==> config.mk <==
export PLATFORM = sky130hd
export DESIGN_NAME = hsc_string_regs
export DESIGN_NICKNAME = d
export VERILOG_FILES = /design/src/hsc_pkg.sv /design/src/hsc_string_regs.sv /design/src/hsc_text_mem.sv
export SDC_FILE = /design/constraint.sdc
export NUM_CORES = 2
export LEC_CHECK = 0
export ABC_AREA = 1
export ABC_CLOCK_PERIOD_IN_PS = 13900
export BUFFER_PORTS_ARGS = -buffer_cell sky130_fd_sc_hd__buf_2
export CAP_MARGIN = 20
export CELL_PAD_IN_SITES_DETAIL_PLACEMENT = 1
export CELL_PAD_IN_SITES_GLOBAL_PLACEMENT = 2
export CORE_MARGIN = 8
export CORE_UTILIZATION = 43
export DETAILED_ROUTE_END_ITERATION = 6
export PLACE_DENSITY = 0.95
export SKIP_LAST_GASP = 1
export SLEW_MARGIN = 25
export SYNTH_ARGS = -nofsm -noshare
export SYNTH_HDL_FRONTEND = slang
export SYNTH_SLANG_ARGS = --single-unit
==> constraint.sdc <==
create_clock -name clk_i -period 13.9 [get_ports clk_i]
set_input_delay 1.39 -clock clk_i [delete_from_list [all_inputs] [get_ports clk_i]]
set_output_delay 1.39 -clock clk_i [all_outputs]
set_load 0.005 [all_outputs]
==> src/hsc_pkg.sv <==
package hsc_pkg;

  // ****************************************************************
  // register map
  // ****************************************************************
  localparam logic [7:0] SERIAL_BASE   = 8'h30;
  localparam logic [7:0] SERIAL_LAST   = 8'h4f;
  localparam logic [7:0] MAKER_BASE    = 8'h50;
  localparam logic [7:0] MAKER_LAST    = 8'h8f;
  localparam logic [7:0] ITEM_BASE     = 8'h90;
  localparam logic [7:0] ITEM_LAST     = 8'hcf;
  localparam logic [7:0] FEATURE_ADDR  = 8'hf0;
  localparam logic [7:0] FEATURE_RESET = 8'h00;
  localparam logic [7:0] TEXT_RESET    = 8'h00;
  localparam logic [7:0] UNMAPPED_READ = 8'h00;

  // text memory: one array for the three strings, indexed from the serial base
  localparam int unsigned TEXT_DEPTH  = 160;
  localparam int unsigned SERIAL_MAX  = 32;
  localparam int unsigned TEXT_MAX    = 64;
  localparam logic [7:0]  SERIAL_SIZE = 8'h20;
  localparam logic [7:0]  MEM_LAST    = 8'h9f;

  // ****************************************************************
  // string descriptor indices
  // ****************************************************************
  localparam logic [7:0] IDX_SERIAL = 8'h01;
  localparam logic [7:0] IDX_ITEM   = 8'h02;
  localparam logic [7:0] IDX_MAKER  = 8'h03;

  // ****************************************************************
  // feature register fields
  // ****************************************************************
  localparam int unsigned FEAT_SPREAD_BIT = 0;
  localparam int unsigned FEAT_DELAY_LSB  = 1;
  localparam int unsigned FEAT_DELAY_MSB  = 3;
  localparam int unsigned FEAT_OUTEN_BIT  = 4;
  localparam logic [7:0]  FEAT_WR_MASK    = 8'h1f;

  typedef struct packed {
    logic [2:0] rsvd;
    logic       indicator_output_enable;
    logic [2:0] power_reenable_delay;
    logic       pll_spread_disable;
  } hsc_feature_t;

  // four indicator lines: usb2 link, usb2 suspend, usb3 link, usb3 suspend
  typedef struct packed {
    logic usb3_suspend;
    logic usb3_link;
    logic usb2_suspend;
    logic usb2_link;
  } hsc_indicator_t;

  // ****************************************************************
  // timing
  // ****************************************************************
  localparam int unsigned CLK_HZ        = 125_000_000;
  localparam int unsigned DELAY_UNIT_MS = 200;
  localparam int unsigned UNIT_CYCLES   = DELAY_UNIT_MS * (CLK_HZ / 1000);
  localparam int unsigned UNIT_CNT_W    = 25;

  // arbitrary factory serial value, 32 bytes, byte 0 in the low bits
  localparam logic [255:0] FACTORY_SERIAL = {8{32'h5a3c_96e1}};

endpackage

==> src/hsc_string_regs.sv <==
`timescale 1ns/10ps
`default_nettype none

module hsc_string_regs
#(
  parameter int unsigned UNIT_CYCLES = hsc_pkg::UNIT_CYCLES
)
(
  input  wire logic       clk_i,
  input  wire logic       rst_i,
  input  wire logic       cfg_wr_i,
  input  wire logic       cfg_rd_i,
  input  wire logic [7:0] cfg_addr_i,
  input  wire logic [7:0] cfg_wdata_i,
  output logic      [7:0] cfg_rdata_o,
  output logic            cfg_rd_ack_o,
  output logic            init_busy_o,
  input  wire logic       custom_serial_enable_i,
  input  wire logic       custom_text_enable_i,
  input  wire logic [5:0] serial_text_length_i,
  input  wire logic [6:0] maker_text_length_i,
  input  wire logic [6:0] item_text_length_i,
  input  wire logic       desc_req_i,
  input  wire logic [7:0] desc_index_i,
  input  wire logic [5:0] desc_byte_i,
  output logic            desc_ack_o,
  output logic            desc_present_o,
  output logic      [7:0] desc_data_o,
  input  wire logic [2:0] otp_delay_i,
  input  wire logic       charge_mode_change_i,
  output logic            port_power_switch_ctrl_o,
  input  wire logic [3:0] indicator_i,
  output logic      [3:0] indicator_o,
  output logic      [3:0] indicator_oe_n_o,
  output logic            pll_spread_disable_o
);

  // ****************************************************************
  // reset walk: loads factory serial and clears both strings
  // ****************************************************************
  logic [7:0] init_idx;
  logic       init_run;
  logic [7:0] next_init_idx;
  logic       next_init_run;
  logic [7:0] init_data;

  always_comb
  begin
    next_init_idx = init_idx;
    next_init_run = init_run;
    if (init_run)
    begin
      next_init_idx = init_idx + 8'h01;
      if (init_idx == hsc_pkg::MEM_LAST)
      begin
        next_init_run = 1'b0;
      end
    end
  end

  always_ff @(posedge clk_i)
  begin
    if (rst_i)
    begin
      init_idx <= 8'h00;
      init_run <= 1'b1;
    end
    else
    begin
      init_idx <= next_init_idx;
      init_run <= next_init_run;
    end
  end

  assign init_data = (init_idx < hsc_pkg::SERIAL_SIZE)
                     ? hsc_pkg::FACTORY_SERIAL[{init_idx[4:0], 3'b000} +: 8]
                     : hsc_pkg::TEXT_RESET;

  // ****************************************************************
  // register writes
  // ****************************************************************
  hsc_pkg::hsc_feature_t feature;
  hsc_pkg::hsc_feature_t next_feature;
  logic                  mem_we;
  logic [7:0]            mem_waddr;
  logic [7:0]            mem_wdata;
  logic                  in_serial;
  logic                  in_maker;
  logic                  in_item;
  logic [7:0]            cfg_idx;

  assign in_serial = (cfg_addr_i >= hsc_pkg::SERIAL_BASE) && (cfg_addr_i <= hsc_pkg::SERIAL_LAST);
  assign in_maker  = (cfg_addr_i >= hsc_pkg::MAKER_BASE) && (cfg_addr_i <= hsc_pkg::MAKER_LAST);
  assign in_item   = (cfg_addr_i >= hsc_pkg::ITEM_BASE) && (cfg_addr_i <= hsc_pkg::ITEM_LAST);
  assign cfg_idx   = cfg_addr_i - hsc_pkg::SERIAL_BASE;

  always_comb
  begin
    mem_we    = 1'b0;
    mem_waddr = cfg_idx;
    mem_wdata = cfg_wdata_i;
    if (init_run)
    begin
      mem_we    = 1'b1;
      mem_waddr = init_idx;
      mem_wdata = init_data;
    end
    else if (cfg_wr_i)
    begin
      mem_we = (in_serial && custom_serial_enable_i)
               || in_maker
               || (in_item && custom_text_enable_i);
    end
  end

  always_comb
  begin
    next_feature = feature;
    // writes during the reset walk are dropped so the map stays consistent
    if (cfg_wr_i && !init_run && (cfg_addr_i == hsc_pkg::FEATURE_ADDR))
    begin
      next_feature = hsc_pkg::hsc_feature_t'(cfg_wdata_i & hsc_pkg::FEAT_WR_MASK);
    end
    next_feature.rsvd = 3'b000;
  end

  always_ff @(posedge clk_i)
  begin
    if (rst_i)
    begin
      feature <= hsc_pkg::hsc_feature_t'(hsc_pkg::FEATURE_RESET);
    end
    else
    begin
      feature <= next_feature;
    end
  end

  // ****************************************************************
  // text memory, port a for register reads, port b for descriptors
  // ****************************************************************
  logic [7:0] rd_a;
  logic [7:0] rd_b;
  logic [7:0] desc_idx;

  hsc_text_mem u_mem
  (
    .clk_i     (clk_i),
    .rst_i     (rst_i),
    .we_i      (mem_we),
    .waddr_i   (mem_waddr),
    .wdata_i   (mem_wdata),
    .raddr_a_i (cfg_idx),
    .rdata_a_o (rd_a),
    .raddr_b_i (desc_idx),
    .rdata_b_o (rd_b)
  );

  // ****************************************************************
  // register read pipeline, two cycles
  // ****************************************************************
  logic       rd_p1;
  logic [1:0] rd_kind_p1;
  logic [7:0] feat_p1;
  logic       next_rd_ack;
  logic [7:0] next_rdata;

  always_comb
  begin
    next_rd_ack = rd_p1;
    next_rdata  = cfg_rdata_o;
    if (rd_p1)
    begin
      unique case (rd_kind_p1)
        2'd0:    next_rdata = rd_a;
        2'd1:    next_rdata = feat_p1;
        default: next_rdata = hsc_pkg::UNMAPPED_READ;
      endcase
    end
  end

  always_ff @(posedge clk_i)
  begin
    if (rst_i)
    begin
      rd_p1        <= 1'b0;
      rd_kind_p1   <= 2'd2;
      feat_p1      <= 8'h00;
      cfg_rd_ack_o <= 1'b0;
      cfg_rdata_o  <= 8'h00;
    end
    else
    begin
      rd_p1        <= cfg_rd_i;
      rd_kind_p1   <= (in_serial || in_maker || in_item) ? 2'd0
                    : (cfg_addr_i == hsc_pkg::FEATURE_ADDR) ? 2'd1 : 2'd2;
      feat_p1      <= feature;
      cfg_rd_ack_o <= next_rd_ack;
      cfg_rdata_o  <= next_rdata;
    end
  end

  // ****************************************************************
  // string descriptor fetch, two cycles
  // ****************************************************************
  logic       desc_p1;
  logic       present_p1;
  logic       present;
  logic [7:0] desc_base;

  always_comb
  begin
    present   = 1'b0;
    desc_base = 8'h00;
    if (desc_index_i == hsc_pkg::IDX_SERIAL)
    begin
      // byte below both length and the 32-byte array
      present = ({1'b0, desc_byte_i} < hsc_pkg::SERIAL_SIZE) && (desc_byte_i < serial_text_length_i);
    end
    else if (desc_index_i == hsc_pkg::IDX_ITEM)
    begin
      desc_base = hsc_pkg::ITEM_BASE - hsc_pkg::SERIAL_BASE;
      present   = ({1'b0, desc_byte_i} < item_text_length_i);
    end
    else if (desc_index_i == hsc_pkg::IDX_MAKER)
    begin
      desc_base = hsc_pkg::MAKER_BASE - hsc_pkg::SERIAL_BASE;
      present   = ({1'b0, desc_byte_i} < maker_text_length_i);
    end
  end

  // a zero length fails every byte compare, so the string reads as absent
  assign desc_idx = desc_base + {2'b00, desc_byte_i};

  always_ff @(posedge clk_i)
  begin
    if (rst_i)
    begin
      desc_p1        <= 1'b0;
      present_p1     <= 1'b0;
      desc_ack_o     <= 1'b0;
      desc_present_o <= 1'b0;
      desc_data_o    <= 8'h00;
    end
    else
    begin
      desc_p1        <= desc_req_i;
      present_p1     <= present && !init_run;
      desc_ack_o     <= desc_p1;
      desc_present_o <= desc_p1 && present_p1;
      desc_data_o    <= (desc_p1 && present_p1) ? rd_b : 8'h00;
    end
  end

  // ****************************************************************
  // power switch re-enable after a charging mode change
  // ****************************************************************
  typedef enum logic {PS_ON, PS_WAIT} hsc_ps_state_t;

  localparam int unsigned          UNIT_CNT_W = hsc_pkg::UNIT_CNT_W;
  localparam logic [UNIT_CNT_W-1:0] UNIT_LAST = UNIT_CNT_W'(UNIT_CYCLES - 1);

  hsc_ps_state_t           ps_state;
  hsc_ps_state_t           next_ps_state;
  logic [UNIT_CNT_W-1:0]   unit_cnt;
  logic [UNIT_CNT_W-1:0]   next_unit_cnt;
  logic [3:0]              units_left;
  logic [3:0]              next_units_left;
  logic                    unit_tick;
  logic [2:0]              delay_eff;

  assign delay_eff = (otp_delay_i == 3'b000) ? feature.power_reenable_delay : otp_delay_i;
  assign unit_tick = (ps_state == PS_WAIT) && (unit_cnt == UNIT_LAST);

  always_comb
  begin
    next_ps_state   = ps_state;
    next_unit_cnt   = unit_tick ? '0 : unit_cnt + 1'b1;
    next_units_left = units_left;
    if (charge_mode_change_i)
    begin
      // a new change restarts the full wait
      next_ps_state   = PS_WAIT;
      next_unit_cnt   = '0;
      next_units_left = {1'b0, delay_eff} + 4'h1;
    end
    else
    begin
      unique case (ps_state)
        PS_ON:
        begin
          next_unit_cnt = '0;
        end
        PS_WAIT:
        begin
          if (unit_tick)
          begin
            next_units_left = units_left - 4'h1;
            if (units_left == 4'h1)
            begin
              next_ps_state = PS_ON;
            end
          end
        end
      endcase
    end
  end

  always_ff @(posedge clk_i)
  begin
    if (rst_i)
    begin
      ps_state                 <= PS_ON;
      unit_cnt                 <= '0;
      units_left               <= 4'h0;
      port_power_switch_ctrl_o <= 1'b1;
    end
    else
    begin
      ps_state                 <= next_ps_state;
      unit_cnt                 <= next_unit_cnt;
      units_left               <= next_units_left;
      port_power_switch_ctrl_o <= (next_ps_state == PS_ON);
    end
  end

  // ****************************************************************
  // indicator pads and phy control
  // ****************************************************************
  for (genvar i = 0; i < 4; i++)
  begin : g_ind
    always_ff @(posedge clk_i)
    begin
      if (rst_i)
      begin
        indicator_o[i]      <= 1'b0;
        indicator_oe_n_o[i] <= 1'b1;
      end
      else
      begin
        indicator_o[i]      <= indicator_i[i];
        indicator_oe_n_o[i] <= !feature.indicator_output_enable;
      end
    end
  end

  always_ff @(posedge clk_i)
  begin
    if (rst_i)
    begin
      pll_spread_disable_o <= 1'b0;
      init_busy_o          <= 1'b1;
    end
    else
    begin
      pll_spread_disable_o <= feature.pll_spread_disable;
      init_busy_o          <= next_init_run;
    end
  end

endmodule

`default_nettype wire

==> src/hsc_text_mem.sv <==
`timescale 1ns/10ps
`default_nettype none

module hsc_text_mem
(
  input  wire logic       clk_i,
  input  wire logic       rst_i,
  input  wire logic       we_i,
  input  wire logic [7:0] waddr_i,
  input  wire logic [7:0] wdata_i,
  input  wire logic [7:0] raddr_a_i,
  output logic      [7:0] rdata_a_o,
  input  wire logic [7:0] raddr_b_i,
  output logic      [7:0] rdata_b_o
);

  logic [7:0] mem [hsc_pkg::TEXT_DEPTH];

  // no reset on the array: the owner fills it with a walk after reset
  always_ff @(posedge clk_i)
  begin
    if (we_i)
    begin
      mem[waddr_i] <= wdata_i;
    end
  end

  always_ff @(posedge clk_i)
  begin
    if (rst_i)
    begin
      rdata_a_o <= 8'h00;
      rdata_b_o <= 8'h00;
    end
    else
    begin
      rdata_a_o <= (raddr_a_i <= hsc_pkg::MEM_LAST) ? mem[raddr_a_i] : 8'h00;
      rdata_b_o <= (raddr_b_i <= hsc_pkg::MEM_LAST) ? mem[raddr_b_i] : 8'h00;
    end
  end

endmodule

`default_nettype wire

## Yosys cells after proc, flatten, opt, wreduce, memory -nomap -nowiden

Memory sizes are Yosys's and may differ from the RTL's. A register that Yosys moved wholly into a read port is not among the register bits.
Index checks and enable logic that the tools add are counted.

- Memories kept: 1
- Output and inout port bits: 30
- Register bits: 86
- Memory bits (writable): 1,280

- Reduce and logical (&&, ||, !) cells: 27
- Add/sub/neg operators: 6
- Order comparisons: 13
- Muxes and demuxes: 26
- Bitwise gates (word level): 5
- Eq/ne operators: 8
- Shift-type cells: 1

Memories:

| name | depth | bits a word | read ports | clocked after memory_dff | wr ports | RTL line | source |
|---|---|---|---|---|---|---|---|
| u_mem.mem | 160 | 8 | 2 | 2 | 1 | hsc_text_mem.sv:17 | `logic [7:0] mem [hsc_pkg::TEXT_DEPTH];` |

Operators with widths:

| kind | number |
|---|---|
| $shiftx A256 B9 Y8 const A | 1 |
| $le A8 B8 Y1 const B | 4 |
| $add A25 B1 Y25 const B | 1 |
| $eq A25 B25 Y1 const B | 1 |
| $mux W8 | 3 |
| $eq A8 B2 Y1 const B | 2 |
| $eq A8 B8 Y1 const B | 2 |
| $pmux W8 S2 | 1 |
| $lt A6 B7 Y1 | 2 |
| $mux W7 | 2 |
| $mux W1 | 13 |
| $mux W4 | 3 |
| $logic_and A1 B1 Y1 | 11 |
| $add A8 B1 Y8 const B | 1 |
| $add A8 B6 Y8 | 1 |
| $eq A8 B1 Y1 const B | 1 |
| $ge A8 B6 Y1 const B | 1 |
| $ge A8 B7 Y1 const B | 1 |
| $ge A8 B8 Y1 const B | 1 |
| $le A8 B7 Y1 const B | 1 |
| $lt A8 B6 Y1 const B | 1 |
| $reduce_or A2 Y1 | 4 |
| $sub A8 B6 Y8 const B | 1 |
| $lt A6 B6 Y1 | 1 |
| other kinds (16) | 26 |

## Longest topological paths before layout

- Depth in word-level cells: 9
- Depth in mapped cells: 15
- Depth with buffers taken out: 12

## By module

From an unflattened synthesis, not the netlist that was laid out.

- Cell total of the unflattened synthesis: 7,954
- Area total of the unflattened synthesis: 69,664.3 um^2

By module, submodules not included:

| module | area each (um^2) | instances | cells an instance |
|---|---|---|---|
| hsc_text_mem | 65,210.0 | 1 | 7,287 |
| hsc_string_regs | 4,454.3 | 1 | 667 |

## Worst setup path before layout

Ideal clock, no wire load.

- Path kind: input to register
- Start: input cfg_wdata_i[0]
- End: memory u_mem.mem[0][0] (data pin)
- Slack: 4,808 ps
- Setup time: 1,445 ps
- Stages on the path: 2
- Buffers on the path: 0
- Arrival time: 7,647 ps
- Cell sequence: inv_1 -> o21ai_0

- Cells in the longest elaborated chain, start to end: 1

RTL lines:

| item | RTL line | source |
|---|---|---|
| start, declared | hsc_string_regs.sv:14 | `input wire logic [7:0] cfg_wdata_i,` |
| $mux W8 | hsc_string_regs.sv:102 | `if (init_run)` |
| via mem_wdata[0] | hsc_string_regs.sv:86 | `logic [7:0] mem_wdata;` |
| end, declared | hsc_text_mem.sv:17 |  |

The timed path passes the listed nets, and every way through them passes these cells.

## Worst setup path in the final report

- Start: input cfg_addr_i[5]
- End: memory u_mem.mem[56][7] (enable)

- Cells in the longest elaborated chain, start to end: 9

RTL lines:

| item | RTL line | source |
|---|---|---|
| start, declared | hsc_string_regs.sv:13 | `input wire logic [7:0] cfg_addr_i,` |
| $ge A8 B6 Y1 or $le A8 B7 Y1 (tied branches) | hsc_string_regs.sv:92 | `assign in_serial = (cfg_addr_i >= hsc_pkg::SERIAL_BASE) && (cfg_addr_i <= hsc_pkg::SERIAL_LAST);` |
| $logic_and A1 B1 Y1 | hsc_string_regs.sv:92 |  |
| $logic_and A1 B1 Y1 | hsc_string_regs.sv:110 | `mem_we = (in_serial && custom_serial_enable_i)` |
| $logic_or A1 B1 Y1 | hsc_string_regs.sv:111 | `\|\| in_maker` |
| $logic_or A1 B1 Y1 | hsc_string_regs.sv:112 | `\|\| (in_item && custom_text_enable_i);` |
| $mux W1 | hsc_string_regs.sv:108 | `else if (cfg_wr_i)` |
| $mux W1 | hsc_string_regs.sv:102 |  |
| $mux W1 | hsc_text_mem.sv:22 | `if (we_i)` |
| $mux W1 (not written as such) | hsc_text_mem.sv:24 | `mem[waddr_i] <= wdata_i;` |

Parallel ways exist; a longest one is shown, timed or not.

==> impl_metrics.tcl <==
set metrics [dict create \
    status "finished clean" \
    cp_cell_sequence "buf_2 > inv_1 > ha_2 > clkinv_1 > o21ai_0 > inv_1 > nor2_1 > nand2_2 > nor2_1" \
    ys_top_cells_by_area "edfxtp_1 56%, nand2_1 15%, nand3_1 12%" \
    async_flop_share 0 \
    rows 146 \
    post-route-period-util 0.396 \
    fmax_mhz 182 \
    place_congestion 0.909 \
    place_hpwl_um 165000 \
    synth_area_sq_mm 0.0686 \
    worst_hold_slack_ns 0.417 \
    max-cap-violations 0 \
    critPathArrivalTime_ns 5.91 \
    worst_slew_pin_slew_ns 1.19 \
    gr-total-overflow 0 \
    drc 0 \
    cts_tree "yes" \
    ys_types 44 \
    dieHeight_um 416 \
    slowest_delay_ns 0.95 \
    synth_cells 7795 \
    yosys.area.top_type "edfxtp_1" \
    antenna_found_initial 14 \
    endpoint_kind "flip-flop" \
    start_kind "primary input" \
    start_util 0.433 \
    cts_resized 0 \
    grt_util_all_layers 0.310 \
    synth-seq-cells 1375 \
    wl_per_cell_um 28.5 \
    die_area_sq_mm 0.173 \
    synthFlopType "edfxtp_1" \
    hold_class "flip-flop to flip-flop" \
    slew_viol_final 0 \
    seq_area_frac_synth 0.588 \
    leakage_uw 0.0282 \
    pin_count 95 \
    grt_max_degree 177 \
    synth_edf_count 1280 \
    clock_latency_ns 0.82 \
    synth_most_common_cell "nand2_1" \
    syn_avg_cell_area_sq_um 8.80 \
    post_cts_buffers 0 \
    vias_per_cell 6.33 \
    fin_setup_tns_ns 0 \
    cts_buffers 154 \
    grt_pass1_vias 62800 \
    clock_skew_ns 0.0271 \
    cts_buffer_depth 3 \
    drive_above_1_share 0.0615 \
    hold_viol 0 \
    vias 62000 \
    fin_crit_ns 5.50 \
    yosys.area.top_type_share 0.560 \
    drt_iter0_drc 7650 \
    crit_type "primary input to flip-flop" \
    crit_required_ns 14.31 \
    worstPathMaxFanout 18 \
    synthTopCellsByCount "2818 x nand2_1, 1694 x nand3_1, 1280 x edfxtp_1, 385 x nor2_1, 296 x clkbuf_1" \
    yosysWarnings 0 \
    coreArea_sq_mm 0.158 \
    portBuffers 94 \
    ant_nets 0 \
    die_w_um 416 \
    rsz0062_at_grt "no" \
    p_per_area_mw_per_mm2 133 \
    total_power_uw 9990 \
    synthesis.nets 7888 \
    syn_to_final_growth_pct 9.84 \
    dr.pass1.iters 6 \
    holdBufCountCts 0 \
    fin_nets 7662 \
    nFillCells 18200 \
    clock-sinks 1375 \
    finalSetupViolCount 0 \
    slew_headroom 0.207 \
    wl_um 279000 \
    ir_worst_vdd_v 0.000131 \
    grt_pass1_wl_um 408000 \
    h-tree-depth 4 \
    cts_root_buffer "clkbuf_16" \
    cpMaxStageDelayCell "nor2_1" \
    clk_pin_slew_ns 0.06 \
]
==> worst max-delay path: cells and delay by family <==
| kind | cells | cell delay (ns) |
|---|---|---|
| compound gates | 1 | 0.94 |
| fa+ha+maj | 1 | 0.79 |
| buf+inv | 4 | 1.25 |
| simple gates | 3 | 1.51 |
==> logic make-up after synthesis <==
logic type / Yosys count / synth area share
adders and majority gates: 28 / 0.00510
and+or+nand+nor: 4980 / 0.307
xor gates and xnor gates: 8 / 0.00129
buffers and inverters: 727 / 0.0436
DFF: 1375 / 0.588
AOI/OAI and AO/OA: 677 / 0.0555
==> registers in the layout, summed over array words and instances (netlist names) <==
register                  flops
desc_data_o                   8
present_p1                    1
feat_p1                       5
unit_cnt                     25
cfg_rd_ack_o                  1
u_mem.rdata_b_o               8
feature                       5
units_left                    4
u_mem.rdata_a_o               8
desc_present_o                1
indicator_o                   4
rd_kind_p1                    2
init_idx                      8
desc_ack_o                    1
cfg_rdata_o                   8
init_busy_o                   1
ps_state                      1
indicator_oe_n_o              1
next_rd_ack                   1
port_power_switch_ctrl_o      1
u_mem.mem                  1280
desc_p1                       1
==> through the flow <==
step,instance area [sq um],setup slack (ns),utilization,instances
after floorplan,68600,4.81,-,7795
after global placement,70300,7.26,0.444,9484
after detailed placement,70300,7.82,0.444,9484
after CTS,75300,8.69,0.476,9767
after global routing,75300,8.38,0.476,9770
final,75400,8.40,0.476,9782
==> final timing paths <==
kind	startpoint	endpoint	slack, ns	depth (start not counted)
setup / recovery	cfg_addr_i[5]	u_mem.mem[56][7]$_DFFE_PP_	8.40	9
hold / removal	feature[4]$_SDFFE_PP0P_	indicator_oe_n_o[3]$_SDFF_PP1_	0.42	1
setup reg to reg	init_busy_o$_SDFF_PP1_	u_mem.mem[0][4]$_DFFE_PP_	9.49	7
hold reg to reg	feature[4]$_SDFFE_PP0P_	indicator_oe_n_o[3]$_SDFF_PP1_	0.42	1
==> layout make-up <==
type,count,area (sq um),area share
clock buffers,188,4140,0.0549
multi-input cells,5693,25400,0.337
clock inverters,95,880,0.0117
inverters,165,656,0.00870
well taps,2072,2590,0.0344
diodes,14,35.0,0.000465
flip-flops and latches,1375,40300,0.535
repair buffers,180,1320,0.0174
==> cell usage in the layout (no fill, tap or decap), types with 4 or more instances in the layout <==
cell type	count
a211oi_1	22
a21boi_0	36
a21oi_1	267
a31oi_1	4
buf_12	10
buf_2	86
buf_4	77
bufinv_16	12
clkbuf_1	22
clkbuf_16	157
clkbuf_8	9
clkinv_1	37
clkinv_2	35
clkinv_8	4
clkinvlp_4	4
dfxtp_1	95
diode_2	14
edfxtp_1	1280
ha_1	27
inv_1	146
inv_16	4
inv_2	5
inv_6	7
nand2_1	2814
nand2_2	14
nand2_4	10
nand3_1	1694
nand4_1	12
nor2_1	380
nor2_2	4
nor3_1	35
nor4_1	6
o211ai_1	56
o21ai_0	215
o21ai_1	9
o21ai_4	6
o221ai_1	9
o22ai_1	40
or2_2	4
xor2_1	5
==> routing by layer <==
layer,track usage,routed length [um],up-vias
met5,0,80,-
met4,0.175,16500,14
met3,0.0704,28500,846
met2,0.481,126000,3706
met1,0.400,108000,31000
li1,-,-,26400
==> report_power, final <==
group	switching, uW	internal [uW]	leakage, uW	total (uW)
logic	940	233	0.0134	1170
clock network	1790	2350	0.00247	4140
registers	15.7	4660	0.0123	4680
Note: power is estimated with default switching activity, not from simulation.
